===== config.mk =====
export PLATFORM = sky130hd
export DESIGN_NAME = stepper_phase_sequencer
export DESIGN_NICKNAME = d
export VERILOG_FILES = /design/src/core/stepper_pkg.sv /design/src/core/stepper_phase_sequencer.sv /design/src/core/phase_decode.sv
export SDC_FILE = /design/constraint.sdc
export NUM_CORES = 1
export LEC_CHECK = 0
export ABC_AREA = 1
export BUFFER_PORTS_ARGS = -buffer_cell sky130_fd_sc_hd__buf_2
export CAP_MARGIN = 20
export CORE_AREA = 5 5 42 44
export CTS_BUF_LIST = sky130_fd_sc_hd__clkbuf_16
export DETAILED_ROUTE_END_ITERATION = 8
export DIE_AREA = 0 0 47 49
export PLACE_DENSITY = 0.72
export SYNTH_ARGS = -nofsm -noshare
export SYNTH_HDL_FRONTEND = slang
export SYNTH_SLANG_ARGS = --single-unit

===== constraint.sdc =====
create_clock -name clock -period 3.22 [get_ports clock]
set_input_delay 0.161 -clock clock [delete_from_list [all_inputs] [get_ports clock]]
set_output_delay 0.161 -clock clock [all_outputs]
set_load 0.02 [all_outputs]

===== src/core/stepper_pkg.sv =====
package stepper_pkg;

  // phase position on the eight-entry half-step wheel
  localparam int unsigned POS_W = 3;
  typedef logic [POS_W-1:0] pos_t;

  // the first excitation state: winding one positive with winding two negative
  localparam pos_t POS_FIRST     = 3'h0;
  // one position on the wheel
  localparam pos_t POS_ONE       = 3'h1;
  // a whole step in two-phase mode spans two wheel positions
  localparam pos_t POS_FULL_STEP = 3'h2;

  // winding bits: {one_pos, one_neg, two_pos, two_neg}
  typedef logic [3:0] phase_t;
  localparam phase_t PHASE_OFF = 4'h0;

  // mode and direction input levels
  localparam logic MODE_TWO_PHASE = 1'b0;
  localparam logic DIR_FORWARD    = 1'b0;

  // minimum reset hold and clock level width, in ns, and as clock cycles
  localparam int unsigned CLOCK_NS        = 5;
  localparam int unsigned RESET_HOLD_NS   = 20000;
  localparam int unsigned RESET_HOLD_CYC  = (RESET_HOLD_NS + CLOCK_NS - 1) / CLOCK_NS;
  localparam int unsigned STEP_LEVEL_NS   = 20000;
  localparam int unsigned STEP_LEVEL_CYC  = (STEP_LEVEL_NS + CLOCK_NS - 1) / CLOCK_NS;

  typedef enum logic [1:0] {
    SEQ_RESET,
    SEQ_RUN
  } seq_state_t;

endpackage : stepper_pkg


===== src/core/stepper_phase_sequencer.sv =====
// Notes on behaviour
// - The phase state advances one step only on a rising step clock edge, never a falling one.
// - Mode low selects two-phase and high 1-2 phase; direction low is forward, high reverse.
// - While the active-low reset is low the sequencer resets and all four windings are off.
// - After reset release with step clock low, winding one positive and two negative drive.
// - In 1-2 phase mode each winding pair is idle a quarter of the steps, one-pair states.
// - Mode is sampled on each rising step clock edge and applies from that edge onward.
`timescale 1ns/100ps
`default_nettype none

module stepper_phase_sequencer (
  // clock and reset
  input  wire logic clock,
  input  wire logic rst_b,
  // host controls, synchronous to clock
  input  wire logic reset_low_input,
  input  wire logic step_clock,
  input  wire logic mode_select,
  input  wire logic direction_select,
  // winding drives
  output logic      winding_one_pos,
  output logic      winding_one_neg,
  output logic      winding_two_pos,
  output logic      winding_two_neg
);

  typedef struct packed {
    stepper_pkg::seq_state_t state;
    logic                    step_prev;
    stepper_pkg::pos_t       pos;
    stepper_pkg::phase_t     phase;
  } regs_t;

  regs_t               r;
  regs_t               nxt;
  stepper_pkg::phase_t phase_at;
  stepper_pkg::pos_t   pos_nxt;
  stepper_pkg::pos_t   pos_sel;
  logic                rise;

  ////////////////////////////////////////////////////////////////////////////
  // next wheel position for one step
  function automatic stepper_pkg::pos_t advance(input stepper_pkg::pos_t p,
                                                input logic               m,
                                                input logic               d);
    stepper_pkg::pos_t inc;
    stepper_pkg::pos_t base;
    inc  = (m == stepper_pkg::MODE_TWO_PHASE) ? stepper_pkg::POS_FULL_STEP
                                               : stepper_pkg::POS_ONE;
    // two-phase mode snaps back onto an even, two-pair position
    base = (m == stepper_pkg::MODE_TWO_PHASE && p[0]) ? p - stepper_pkg::POS_ONE : p;
    if (d == stepper_pkg::DIR_FORWARD)
      advance = stepper_pkg::pos_t'(base + inc);
    else if (base != p)
      advance = stepper_pkg::pos_t'(base + inc - stepper_pkg::POS_FULL_STEP);
    else
      advance = stepper_pkg::pos_t'(base - inc);
  endfunction : advance

  ////////////////////////////////////////////////////////////////////////////
  assign pos_nxt = advance(r.pos, mode_select, direction_select);
  assign rise    = step_clock && !r.step_prev;

  // position chosen apart from the state copy, so the decoder sees no loop
  always_comb begin
    if (!reset_low_input || r.state != stepper_pkg::SEQ_RUN)
      pos_sel = stepper_pkg::POS_FIRST;
    else if (rise)
      pos_sel = pos_nxt;
    else
      pos_sel = r.pos;
  end

  phase_decode u_decode (
    .pos   (pos_sel),
    .phase (phase_at)
  );

  always_comb begin
    nxt           = r;
    nxt.step_prev = step_clock;
    case (r.state)
      stepper_pkg::SEQ_RESET: begin
        nxt.pos = stepper_pkg::POS_FIRST;
        if (reset_low_input)
          nxt.state = stepper_pkg::SEQ_RUN;
      end
      stepper_pkg::SEQ_RUN: begin
        if (rise) begin
          nxt.pos = pos_sel;
        end
      end
      default: nxt.state = stepper_pkg::SEQ_RESET;
    endcase
    nxt.phase = phase_at;
    if (!reset_low_input) begin
      nxt.state = stepper_pkg::SEQ_RESET;
      nxt.pos   = stepper_pkg::POS_FIRST;
      nxt.phase = stepper_pkg::PHASE_OFF;
    end
  end

  always_ff @(posedge clock) begin
    if (!rst_b) begin
      r.state     <= stepper_pkg::SEQ_RESET;
      r.step_prev <= 1'b1;
      r.pos       <= stepper_pkg::POS_FIRST;
      r.phase     <= stepper_pkg::PHASE_OFF;
    end else begin
      r <= nxt;
    end
  end

  assign winding_one_pos = r.phase[3];
  assign winding_one_neg = r.phase[2];
  assign winding_two_pos = r.phase[1];
  assign winding_two_neg = r.phase[0];

endmodule : stepper_phase_sequencer

`default_nettype wire


===== src/core/phase_decode.sv =====
`timescale 1ns/100ps
`default_nettype none

module phase_decode (
  // wheel position
  input  wire stepper_pkg::pos_t   pos,
  // winding pattern
  output var  stepper_pkg::phase_t phase
);

  ////////////////////////////////////////////////////////////////////////////
  // half-step wheel; odd positions energise one winding pair only
  always_comb begin
    case (pos)
      3'h0:    phase = 4'b1001;
      3'h1:    phase = 4'b1000;
      3'h2:    phase = 4'b1010;
      3'h3:    phase = 4'b0010;
      3'h4:    phase = 4'b0110;
      3'h5:    phase = 4'b0100;
      3'h6:    phase = 4'b0101;
      3'h7:    phase = 4'b0001;
      default: phase = stepper_pkg::PHASE_OFF;
    endcase
  end

endmodule : phase_decode

`default_nettype wire


Word level (Yosys, flattened, before mapping)
Memories as Yosys holds them, arrays and structs flattened. A register that Yosys moved wholly into a read port is not among the register bits.
Cells that the tools add are included.
{"block": "word_totals", "register_bits": 6, "latchBits": 0, "mem_bits_rw": 0, "mem_bits_ro": 32, "inputBits": 6, "memories": 1}
{"memory": "(name not given)", "depth": 8, "width": 4, "read_ports": 1, "rd_ports_with_merged_regs": 1, "write_ports": 0, "line_no": "phase_decode.sv:14", "text": "case (pos)"}
{"block": "op_classes", "addsub": 4, "multipliers": 0, "n_div": 0, "order_cmp": 0, "eq_ne": 4, "shifts": 0, "mux": 9, "bitwise_logic": 1, "n_reduce_logical": 10}
{"cell": "3-bit 2-to-1 mux", "count": 6}
{"cell": "3-bit case mux with 2 select lines", "count": 1}
{"cell": "2-bit case mux with 2 select lines", "count": 1}
{"cell": "2-bit AND reduction", "count": 2}
{"cell": "3-bit by 2-bit adder with 3-bit output", "count": 1}
{"cell": "1-bit zero test", "count": 3}
{"cell": "3-bit inequality test", "count": 1}
{"cell": "3-bit by 1-bit subtractor with 3-bit output (second input constant)", "count": 1}
{"cell": "3-bit by 2-bit subtractor with 3-bit output", "count": 1}
{"cell": "3-bit by 2-bit subtractor with 3-bit output (second input constant)", "count": 1}
{"cell": "2-bit by 1-bit == test with 1-bit output (second input constant)", "count": 1}
{"cell": "1-bit logical AND", "count": 2}
{"cell": "2-bit zero test", "count": 1}
{"cell": "2-bit 2-to-1 mux", "count": 1}
{"cell": "2-bit by 1-bit inequality test with 1-bit output (second input constant)", "count": 1}
{"cell": "2-bit inequality test (second input constant)", "count": 1}
{"cell": "2-bit nonzero test", "count": 1}
{"cell": "1-bit logical OR", "count": 1}
{"cell": "1-bit inverter", "count": 1}

Longest topological paths before layout
Gate-level depths: netlist of run 1.
{"block": "logic_depth", "depth_word": 11, "mapped_depth": 19, "mapped_depth_nobuf": 19}

Hierarchy
Synthesis of run 1 repeated with hierarchy kept, for this count alone.
{"block": "unflattened", "hier_cells": 95, "area_unflattened_um2": 581.8}
{"module": "stepper_phase_sequencer", "instances": 1, "cells_each": 85, "area_each_um2": 541.8, "seq_area_each_um2": 180.2}
{"module": "phase_decode", "instances": 1, "cells_each": 10, "area_each_um2": 40.0, "seq_area_each_um2": 0.0}

Worst setup path before layout of run 1
No wires, ideal clock.
{"block": "synth_path", "path_kind": "reg2reg", "startpoint": "register r[4] (netlist bit)", "endpoint": "register, netlist name winding_two_pos", "setup_time_ns": 0.114, "t_arrival_ns": 2.264, "setup_slack_ns": 0.842, "path_stages_with_launch": 18, "period_less_slack_ns": 2.378, "path_cell_list": "dfxtp_1 -> inv_2 -> ha_1 -> o21ai_0 -> inv_1 -> fa_1 -> nand2_1 -> inv_1 -> nor2_2 -> nand2_2 -> nand3_1 -> nand3_1 -> nand2_1 -> nand2_1 -> nand2_2 -> nand2_4 -> nand3_1 -> nand2_1"}
{"block": "synth_via", "elab_chain_cells": 8, "elab_cells_between_ends": 11}
{"item": "start: declaration", "line_no": "stepper_phase_sequencer.sv:34", "text": "regs_t r;"}
{"item": "start signal: assignment", "line_no": "stepper_phase_sequencer.sv:110", "text": "r <= nxt;"}
{"item": "3-bit by 1-bit subtractor with 3-bit output / 1-bit logical AND (equally long branches)", "line_no": "stepper_phase_sequencer.sv:51", "text": "base = (m == stepper_pkg::MODE_TWO_PHASE && p[0]) ? p - stepper_pkg::POS_ONE : p;"}
{"item": "3-bit 2-to-1 mux", "line_no": "stepper_phase_sequencer.sv:51"}
{"item": "3-bit by 2-bit adder with 3-bit output", "line_no": "stepper_phase_sequencer.sv:53, stepper_phase_sequencer.sv:55"}
{"item": "3-bit by 2-bit subtractor with 3-bit output", "line_no": "stepper_phase_sequencer.sv:55", "text": "advance = stepper_pkg::pos_t'(base + inc - stepper_pkg::POS_FULL_STEP);"}
{"item": "3-bit 2-to-1 mux", "line_no": "stepper_phase_sequencer.sv:54", "text": "else if (base != p)"}
{"item": "3-bit 2-to-1 mux", "line_no": "stepper_phase_sequencer.sv:52", "text": "if (d == stepper_pkg::DIR_FORWARD)"}
{"item": "3-bit 2-to-1 mux *", "line_no": "stepper_phase_sequencer.sv:68", "text": "else if (rise)"}
{"item": "3-bit 2-to-1 mux *", "line_no": "stepper_phase_sequencer.sv:66", "text": "if (!reset_low_input || r.state != stepper_pkg::SEQ_RUN)"}
Every way passes the cells marked *; elsewhere a longest branch is shown, timed or not.
A chain may end at the register's enable or synchronous reset.

Worst setup path after layout of run 1
{"block": "layout_path", "startpoint": "register r[4] (netlist bit)", "endpoint": "register, netlist name winding_one_neg"}
{"block": "layout_via", "elab_chain_cells": 8, "elab_cells_between_ends": 11}
{"item": "3-bit by 1-bit subtractor with 3-bit output / 1-bit logical AND (equally long branches)", "line_no": "stepper_phase_sequencer.sv:51"}
{"item": "3-bit 2-to-1 mux", "line_no": "stepper_phase_sequencer.sv:51"}
{"item": "3-bit by 2-bit adder with 3-bit output", "line_no": "stepper_phase_sequencer.sv:53, stepper_phase_sequencer.sv:55"}
{"item": "3-bit by 2-bit subtractor with 3-bit output", "line_no": "stepper_phase_sequencer.sv:55"}
{"item": "3-bit 2-to-1 mux", "line_no": "stepper_phase_sequencer.sv:54"}
{"item": "3-bit 2-to-1 mux", "line_no": "stepper_phase_sequencer.sv:52"}
{"item": "3-bit 2-to-1 mux *", "line_no": "stepper_phase_sequencer.sv:68"}
{"item": "3-bit 2-to-1 mux *", "line_no": "stepper_phase_sequencer.sv:66"}
Marked as above.

==> results of run 1 <==
[area by class of cell]
| type | instances | share of cell area (%) |
|---|---|---|
| Sequential cell | 9 | 24.28 |
| Tap cell | 16 | 2.698 |
| Multi-Input combinational cell | 63 | 46.71 |
| Clock buffer | 3 | 10.12 |
| Timing Repair Buffer | 9 | 6.071 |
| Inverter | 19 | 9.612 |
| Clock inverter | 1 | 0.5059 |
[flip-flops by register name (all words and copies together) (netlist names)]
name / count
winding_one_pos: 1
r: 5
winding_two_pos: 1
winding_two_neg: 1
winding_one_neg: 1
[how the worst max path moves through the flow]
stage          start         endpoint  slack (ps)  cells past startpoint
2_1_floorplan   r[4]  winding_two_pos         840                     17
3_3_place_gp    r[4]  winding_one_neg         670                     11
3_5_place_dp    r[4]  winding_two_neg         620                     17
4_1_cts         r[4]  winding_two_neg         610                     17
5_1_grt         r[4]  winding_one_neg         340                     11
6_report        r[4]  winding_one_neg         580                     11
[layer usage]
metal | share of wire, % | global-route usage [%]
met1 | 41 | 12.03
met5 | 0 | 0
met2 | 53 | 19.00
met3 | 4.7 | 7.011
met4 | 1.1 | 4.608
[per-stage QoR]
step           power, mW  hold WS, ps
3_5_place_dp      0.1450        347.3
5_1_grt           0.3761        110.5
2_1_floorplan     0.1363        230.1
3_3_place_gp      0.1445        346.2
6_report          0.3562        105.3
4_1_cts           0.3598        105.1
[Yosys cell counts, drive strengths merged]
cell type,n
nand3,7
nand4,2
a21oi,4
fa,1
nor2,12
or2,1
nand2,28
a31oi,1
o21ai,3
nor3,1
inv,19
dfxtp,9
ha,3
[kinds of logic (layout without fill, tap and decap cells)]
logic type	count (synthesis)	in the layout	synth area share, %
AND/OR/NAND/NOR	51	51	40.79
buffers and inverters	19	32	11.92
flip-flops	9	9	30.13
AO/OA/AOI/OAI	8	8	7.531
adder cells (fa/ha/maj)	4	4	9.624
[power groups by stage]
stage | Sequential (mW) | Clock [mW] | Combinational [mW]
2_1_floorplan | 0.120 | 0 | 0.0163
3_3_place_gp | 0.118 | 0 | 0.0266
3_5_place_dp | 0.118 | 0 | 0.0267
4_1_cts | 0.116 | 0.216 | 0.0273
5_1_grt | 0.117 | 0.229 | 0.0307
6_report | 0.116 | 0.213 | 0.0270
[worst register-to-register path: cells and delay by family, from the launching register on]
kind	cells	cell delay, ps
AOI/OAI and AO/OA	2	650
adders and majority gates	2	790
buffers and inverters	4	370
DFF	1	410
and+or+nand+nor	3	320
==> results.ini, run 1 <==
[power]
clock_power_share_pct = 59.7
power.switching_uw = 69.52
ir_drop_uv = 354.6
leakage_nw = 0.3965
switching_share_pct = 19.52
pwr-share-seq_pct = 32.7
pwr-share-comb_pct = 7.6
powerDensity_mw_per_mm2 = 480.0
p_int_uw = 286.6

[timing]
hold_viol = 0
finalCritPeriodShare_pct = 81.84
slew_violations = 0
rsz0062_at_grt = false
tightest_slew_ps = 366.1
setup_slack_ps = 584.9
max_freq_ghz = 0.3795
skew_ps = 2.089
relSlewSlack_pct = 75.48
finalSetupViolations = 0
fin_tns_setup_ps = 0
post-route-min-period_ps = 2635

[die]
die_h_um = 49
rows = 14
core_mm2 = 0.001401
io_pins = 10
die_w_um = 47
dieArea_mm2 = 0.002303
initial_core_util_pct = 42.68

[setup_path]
r2r_slack_ps = 580
slowest_delay_ps = 480
cp-start-kind = flop
r2r_cells = 11
critPathBufInv = 4
reg2reg_from = r[4]
critPathTopFamily = adder cells
r2r-end = winding_one_neg
slowest_stage = fa_1
worstPathMaxFanout = 6
path_class = flop to flop
cp_data_required_time_ps = 3330
cp.arrival_ps = 2750
cpMostUsedCell = inv_1
cp_cell_sequence = inv_2, ha_1, o21ai_0, inv_1, fa_1, inv_1, nand2_1, a31oi_1, inv_1, nor2_1, nor3_2
worstSetupEndpointType = flop

[drt]
drt-total-wl_um = 1158
drtPass1Iterations = 4
drtAntennaViolNets = 0
vias_per_cell = 4.817
routedWlPerCell_um = 9.650
drc = 0
drt_iter0_drc = 16
vias = 578

[yosys]
yosysWarningCount = 0
synth.area.top_cells = dfxtp_1 30%, nand2_1 14%, inv_1 11%, ha_1 6.3%, nand3_1 5.9%
mappedNetlistArea_um2 = 598.1
synth.net_count = 101
ys_ff_latch = 9
yosysSeqAreaShare_pct = 30.13
synth_top_area_cell = dfxtp_1
ys_types = 19
synthesis.instances = 91
synth_top_area_share_pct = 30.13
syn_area_per_cell_um2 = 6.572

[finish]
finalNetCount = 115
final_util_pct = 52.95
area_growth_pct = 24.06
layout_common_cells = 23 x nand2_1, 18 x inv_1, 9 x nor2_1, 9 x buf_2, 9 x dfxtp_1
drive_above_1_share_pct = 23.08
layout.area.seq_um2 = 180.2
n_fill_cell = 131
design_area_um2 = 742.0
diodes = 0
final_common_cell = nand2_1
multi_input_area_um2 = 346.6
fin_cells = 120

[global_routing]
overflow = 0
grt_use_total_pct = 11.81
grt_pass1_vias = 515
antenna_found_initial = 0
grt_pass1_wl_um = 1973
grt_start_max_net_pins = 9

[clock_tree]
insertion_delay_ps = 230
clock_sinks = 9
holdBufCountCts = 0
cts.root.buffer_cell = clkbuf_16
cts_post_setup_buffers_inserted = 0
htreeDepth = 1
cts-buffers-inserted = 3
clkTransAtPathRegs_ps = 40
cts_tree = yes
cts_max_path_buffers = 2
ctsResizeCount = 0

[place]
portBuffers = 9
place_hpwl_um = 865.7
pre_cts_ws_ps = 621.5
routabilityCongestion = 0.8546
dpl_cell_area_um2 = 663.1
dpl.cell_count = 116

[min_path]
min-delay-start = rst_b
hold_path_class = input port to flop
holdPathStages = 2
hold_path_end = r[7]

[status]
status = complete, no violations

[flow_run]
drv_cap = 0

Note: power is estimated with default switching activity, not from simulation.
==> inputs of run 2 (changes only) <==
==> constraint.sdc (replaced) <==
create_clock -name clock -period 2.6 [get_ports clock]
set_input_delay 0.13 -clock clock [delete_from_list [all_inputs] [get_ports clock]]
set_output_delay 0.13 -clock clock [all_outputs]
set_load 0.02 [all_outputs]
==> results.ini, run 2 (synthesis gave the netlist of run 1 again) <==
[finish]
area_growth_pct = 28.66
diodes = 0
final_common_cell = nand2_1
n_fill_cell = 131
layout.area.seq_um2 = 180.2
finalNetCount = 118
fin_cells = 123
largest_reg_flops = 5
drive_above_1_share_pct = 27.10
multi_input_area_um2 = 351.6
layout_common_cells = 23 x nand2_1, 18 x inv_1, 9 x buf_2, 9 x dfxtp_1, 8 x nor2_1
regMostFlops = r

[timing]
finalSetupViolations = 0
post-route-min-period_ps = 2336
finalCritPeriodShare_pct = 89.86
fin_tns_setup_ps = 0
relSlewSlack_pct = 75.04
max_freq_ghz = 0.4280
hold_viol = 0
skew_ps = 2.529
rsz0062_at_grt = false
slew_violations = 0
tightest_slew_ps = 370.4

[clock_tree]
insertion_delay_ps = 240
cts_tree = yes
htreeDepth = 1
clock_sinks = 9
cts_max_path_buffers = 2
cts-buffers-inserted = 3
cts_post_setup_buffers_inserted = 0
holdBufCountCts = 0
ctsResizeCount = 0
clkTransAtPathRegs_ps = 40
cts.root.buffer_cell = clkbuf_16

[setup_path]
worstPathMaxFanout = 5
cp.arrival_ps = 2460
cp-start-kind = flop
crit_start = r[5]
reg2reg_from = r[5]
cp_data_required_time_ps = 2730
path_class = flop to flop
worstSetupEndpointType = flop
r2r_slack_ps = 260
cp-endpoint = winding_two_pos
r2r_cells = 17
r2r-end = winding_two_pos

[power]
powerDensity_mw_per_mm2 = 579.7
ir_drop_uv = 385.4
leakage_nw = 0.4129

[drt]
drc = 0
vias_per_cell = 4.748
drt-total-wl_um = 1264
drt_iter0_drc = 20
routedWlPerCell_um = 10.28
drtAntennaViolNets = 0
drtPass1Iterations = 4
vias = 584

[place]
place_hpwl_um = 994.8
dpl.cell_count = 119
portBuffers = 9
routabilityCongestion = 0.8343

[global_routing]
overflow = 0
grt_pass1_vias = 594
antenna_found_initial = 0
grt_start_max_net_pins = 9
grt_pass1_wl_um = 2359
grt_use_total_pct = 13.93

[die]
initial_core_util_pct = 42.68
die_h_um = 49
core_mm2 = 0.001401
die_w_um = 47
rows = 14
io_pins = 10
dieArea_mm2 = 0.002303

[status]
status = complete, no violations

[flow_run]
drv_cap = 0

[min_path]
hold_path_class = input port to flop

## run 2: final cells by class
cell class                 instances  area share [%]
inverter                          19           9.268
timing repair buffer              12           8.780
multi-input combinational         63           45.69
sequential                         9           23.41
tap                               16           2.602
clock inverter                     1          0.4878
clock buffer                       3           9.756
## run 2: worst max-delay path: stages (launching register included)
cell and delay (ps):
dfxtp_1 360, inv_1 60, ha_1 280, o21ai_1 170, inv_1 80, fa_2 390
nand2_1 100, inv_1 50, nor2_2 80, nand2_2 70, nand3_1 70, nand3_1 80
nand2_1 80, nand2_1 60, nand2_2 100, nand2_4 70, nand3_1 70, nand2_1 50
## run 2: through the flow
stage          setup slack (ps)  instance area, µm²  util [%]  power, mW  hold WS [ps]
3_3_place_gp              282.2               685.7     48.93     0.1794         311.0
3_5_place_dp              163.9               685.7     48.93     0.1805         313.5
5_1_grt                   36.18               769.5     54.91     0.4700         83.11
4_1_cts                   127.3               764.5     54.55     0.4513         67.86
6_report                  263.7               769.5     54.91     0.4460         74.05
2_1_floorplan             222.2               598.1         -     0.1689         199.1
## run 2: worst min path at each step
stage / from / end / slack (ps) / cells after the start
6_report: rst_b / r[7] / 70 / 2
5_1_grt: rst_b / r[7] / 80 / 2
4_1_cts: rst_b / r[7] / 70 / 2
3_5_place_dp: rst_b / r[7] / 310 / 2
3_3_place_gp: rst_b / r[7] / 310 / 2
2_1_floorplan: rst_b / r[7] / 200 / 1
## run 2: per-layer routing
| metal | track usage (%) | wire, µm |
|---|---|---|
| met2 | 22.62 | 644 |
| met5 | 0 | 0 |
| met4 | 6.912 | 31 |
| met3 | 4.428 | 40 |
| met1 | 15.59 | 546 |
## run 2: power by group
part | leakage, nW | switching [mW] | internal [mW] | total [mW]
clock | 0.0423 | 0.0668 | 0.201 | 0.268
combinational | 0.297 | 0.0220 | 0.0124 | 0.0344
sequential | 0.0736 | 0.00149 | 0.142 | 0.144
==> inputs of run 3 (changes only) <==
--- a/config.mk
+++ b/config.mk
@@ -13,6 +13,8 @@
 export DETAILED_ROUTE_END_ITERATION = 8
 export DIE_AREA = 0 0 47 49
 export PLACE_DENSITY = 0.72
+export SETUP_SLACK_MARGIN = 0.5
+export SKIP_CTS_REPAIR_TIMING = 1
 export SYNTH_ARGS = -nofsm -noshare
 export SYNTH_HDL_FRONTEND = slang
 export SYNTH_SLANG_ARGS = --single-unit
==> results.ini, run 3 (synthesis gave the netlist of run 1 again) <==
[die]
rows = 14
die_w_um = 47
die_h_um = 49
initial_core_util_pct = 42.68
core_mm2 = 0.001401
dieArea_mm2 = 0.002303
io_pins = 10

[drt]
drt_iter0_drc = 24
routedWlPerCell_um = 10.25
vias_per_cell = 4.764
drc = 0
drtPass1Iterations = 4
drtAntennaViolNets = 0
drt-total-wl_um = 1261
vias = 586

[finish]
design_area_um2 = 832.0
regMostFlops = r
layout_common_cells = 20 x nand2_1, 15 x inv_1, 9 x nor2_1, 9 x buf_2
final_common_cell = nand2_1
drive_above_1_share_pct = 38.32
diodes = 0
area_growth_pct = 39.12
largest_reg_flops = 5
finalNetCount = 118

[setup_path]
cp_data_required_time_ps = 2770
cp-start-kind = flop
cp.arrival_ps = 2360
worstSetupEndpointType = flop
slowest_delay_ps = 370
cp_cell_sequence = inv_4, ha_4, o21ai_4, inv_2, fa_2, nand2_2, inv_2, nor2_2, nand2_2, nand2_1, nand2_1, nand3_1, nand2_1, nand2_1, nand2_2, nand2_4, nand2_2, nor2_2
slowest_stage = dfxtp_4
path_class = flop to flop
worstPathMaxFanout = 5

[timing]
finalSetupViolations = 0
tightest_slew_ps = 330.6
slew_violations = 0
relSlewSlack_pct = 77.73
holdWs_ps = 76.32
hold_viol = 0
fin_tns_setup_ps = 0
max_freq_ghz = 0.4574
skew_ps = 4.297
rsz0062_at_grt = true
post-route-min-period_ps = 2186
finalCritPeriodShare_pct = 84.09

[power]
switching_share_pct = 20.82
ir_drop_uv = 671.2
pwr-share-comb_pct = 8.2
powerDensity_mw_per_mm2 = 541.9
power.switching_uw = 93.87
clock_power_share_pct = 60.0
pwr-share-seq_pct = 31.8
leakage_nw = 0.4202
p_int_uw = 357.0

[clock_tree]
insertion_delay_ps = 240
cts.root.buffer_cell = clkbuf_16
clock_sinks = 9
cts-buffers-inserted = 3
cts_tree = yes
clkTransAtPathRegs_ps = 40
cts_max_path_buffers = 2
htreeDepth = 1

[flow_run]
drv_cap = 0

[global_routing]
grt_use_total_pct = 12.23
grt_start_max_net_pins = 9
overflow = 0
grt_pass1_vias = 474
grt_pass1_wl_um = 1952
antenna_found_initial = 0

[place]
dpl_cell_area_um2 = 689.4
portBuffers = 9
place_hpwl_um = 897.5
routabilityCongestion = 0.8203

[status]
status = complete, no violations

[min_path]
hold_path_class = input port to flop

-- run 3: per-stage QoR --
step / total power, mW / cells / setup WS (ps) / util [%]
detailed placement: 0.1807 / 116 / 329.7 / 49.20
global route: 0.4754 / 123 / 301.5 / 59.38
finish: 0.4509 / 123 / 413.7 / 59.38
global placement: 0.1798 / 116 / 387.4 / 49.20
CTS: 0.4593 / 120 / 310.2 / 54.91
floorplan: 0.1695 / 91 / 500.1 / -
-- run 3: worst max-delay path: cells and delay by family, from the launching register on --
family	cells	cell delay, ps
flip-flops	1	370
AND/OR/NAND/NOR	12	820
buffers and inverters	3	130
AO/OA/AOI/OAI	1	180
adder cells (fa/ha/maj)	2	610
-- run 3: final timing paths --
kind	startpoint	to	slack (ps)	depth (start not counted)
min	rst_b	r[7]	80	2
max	r[4]	winding_one_pos	410	18
max reg2reg	r[4]	winding_one_pos	410	18
min reg2reg	r[5]	r[5]	490	2
-- run 3: per-layer routing --
metal / up-vias / track usage (%) / wire (µm)
li1: 308 / - / -
met1: 262 / 14.03 / 546
met2: 16 / 17.42 / 638
met3: 0 / 7.749 / 76
met4: 0 / 5.530 / 0
met5: - / 0 / 0
-- run 3: layout make-up --
| cell class | count | area (µm²) |
|---|---|---|
| Clock buffer | 3 | 75.07 |
| Clock inverter | 1 | 5.005 |
| Fill cell | 129 | 569.3 |
| Inverter | 19 | 73.82 |
| Multi-Input combinational cell | 63 | 405.4 |
| Sequential cell | 9 | 185.2 |
| Tap cell | 16 | 20.02 |
| Timing Repair Buffer | 12 | 67.56 |
-- run 3: power by group through the flow --
stage | Sequential, mW | Combinational, mW | Clock [mW]
CTS | 0.144 | 0.0348 | 0.280
detailed placement | 0.146 | 0.0345 | 0
finish | 0.143 | 0.0370 | 0.271
global route | 0.143 | 0.0410 | 0.291
floorplan | 0.149 | 0.0209 | 0
global placement | 0.146 | 0.0336 | 0
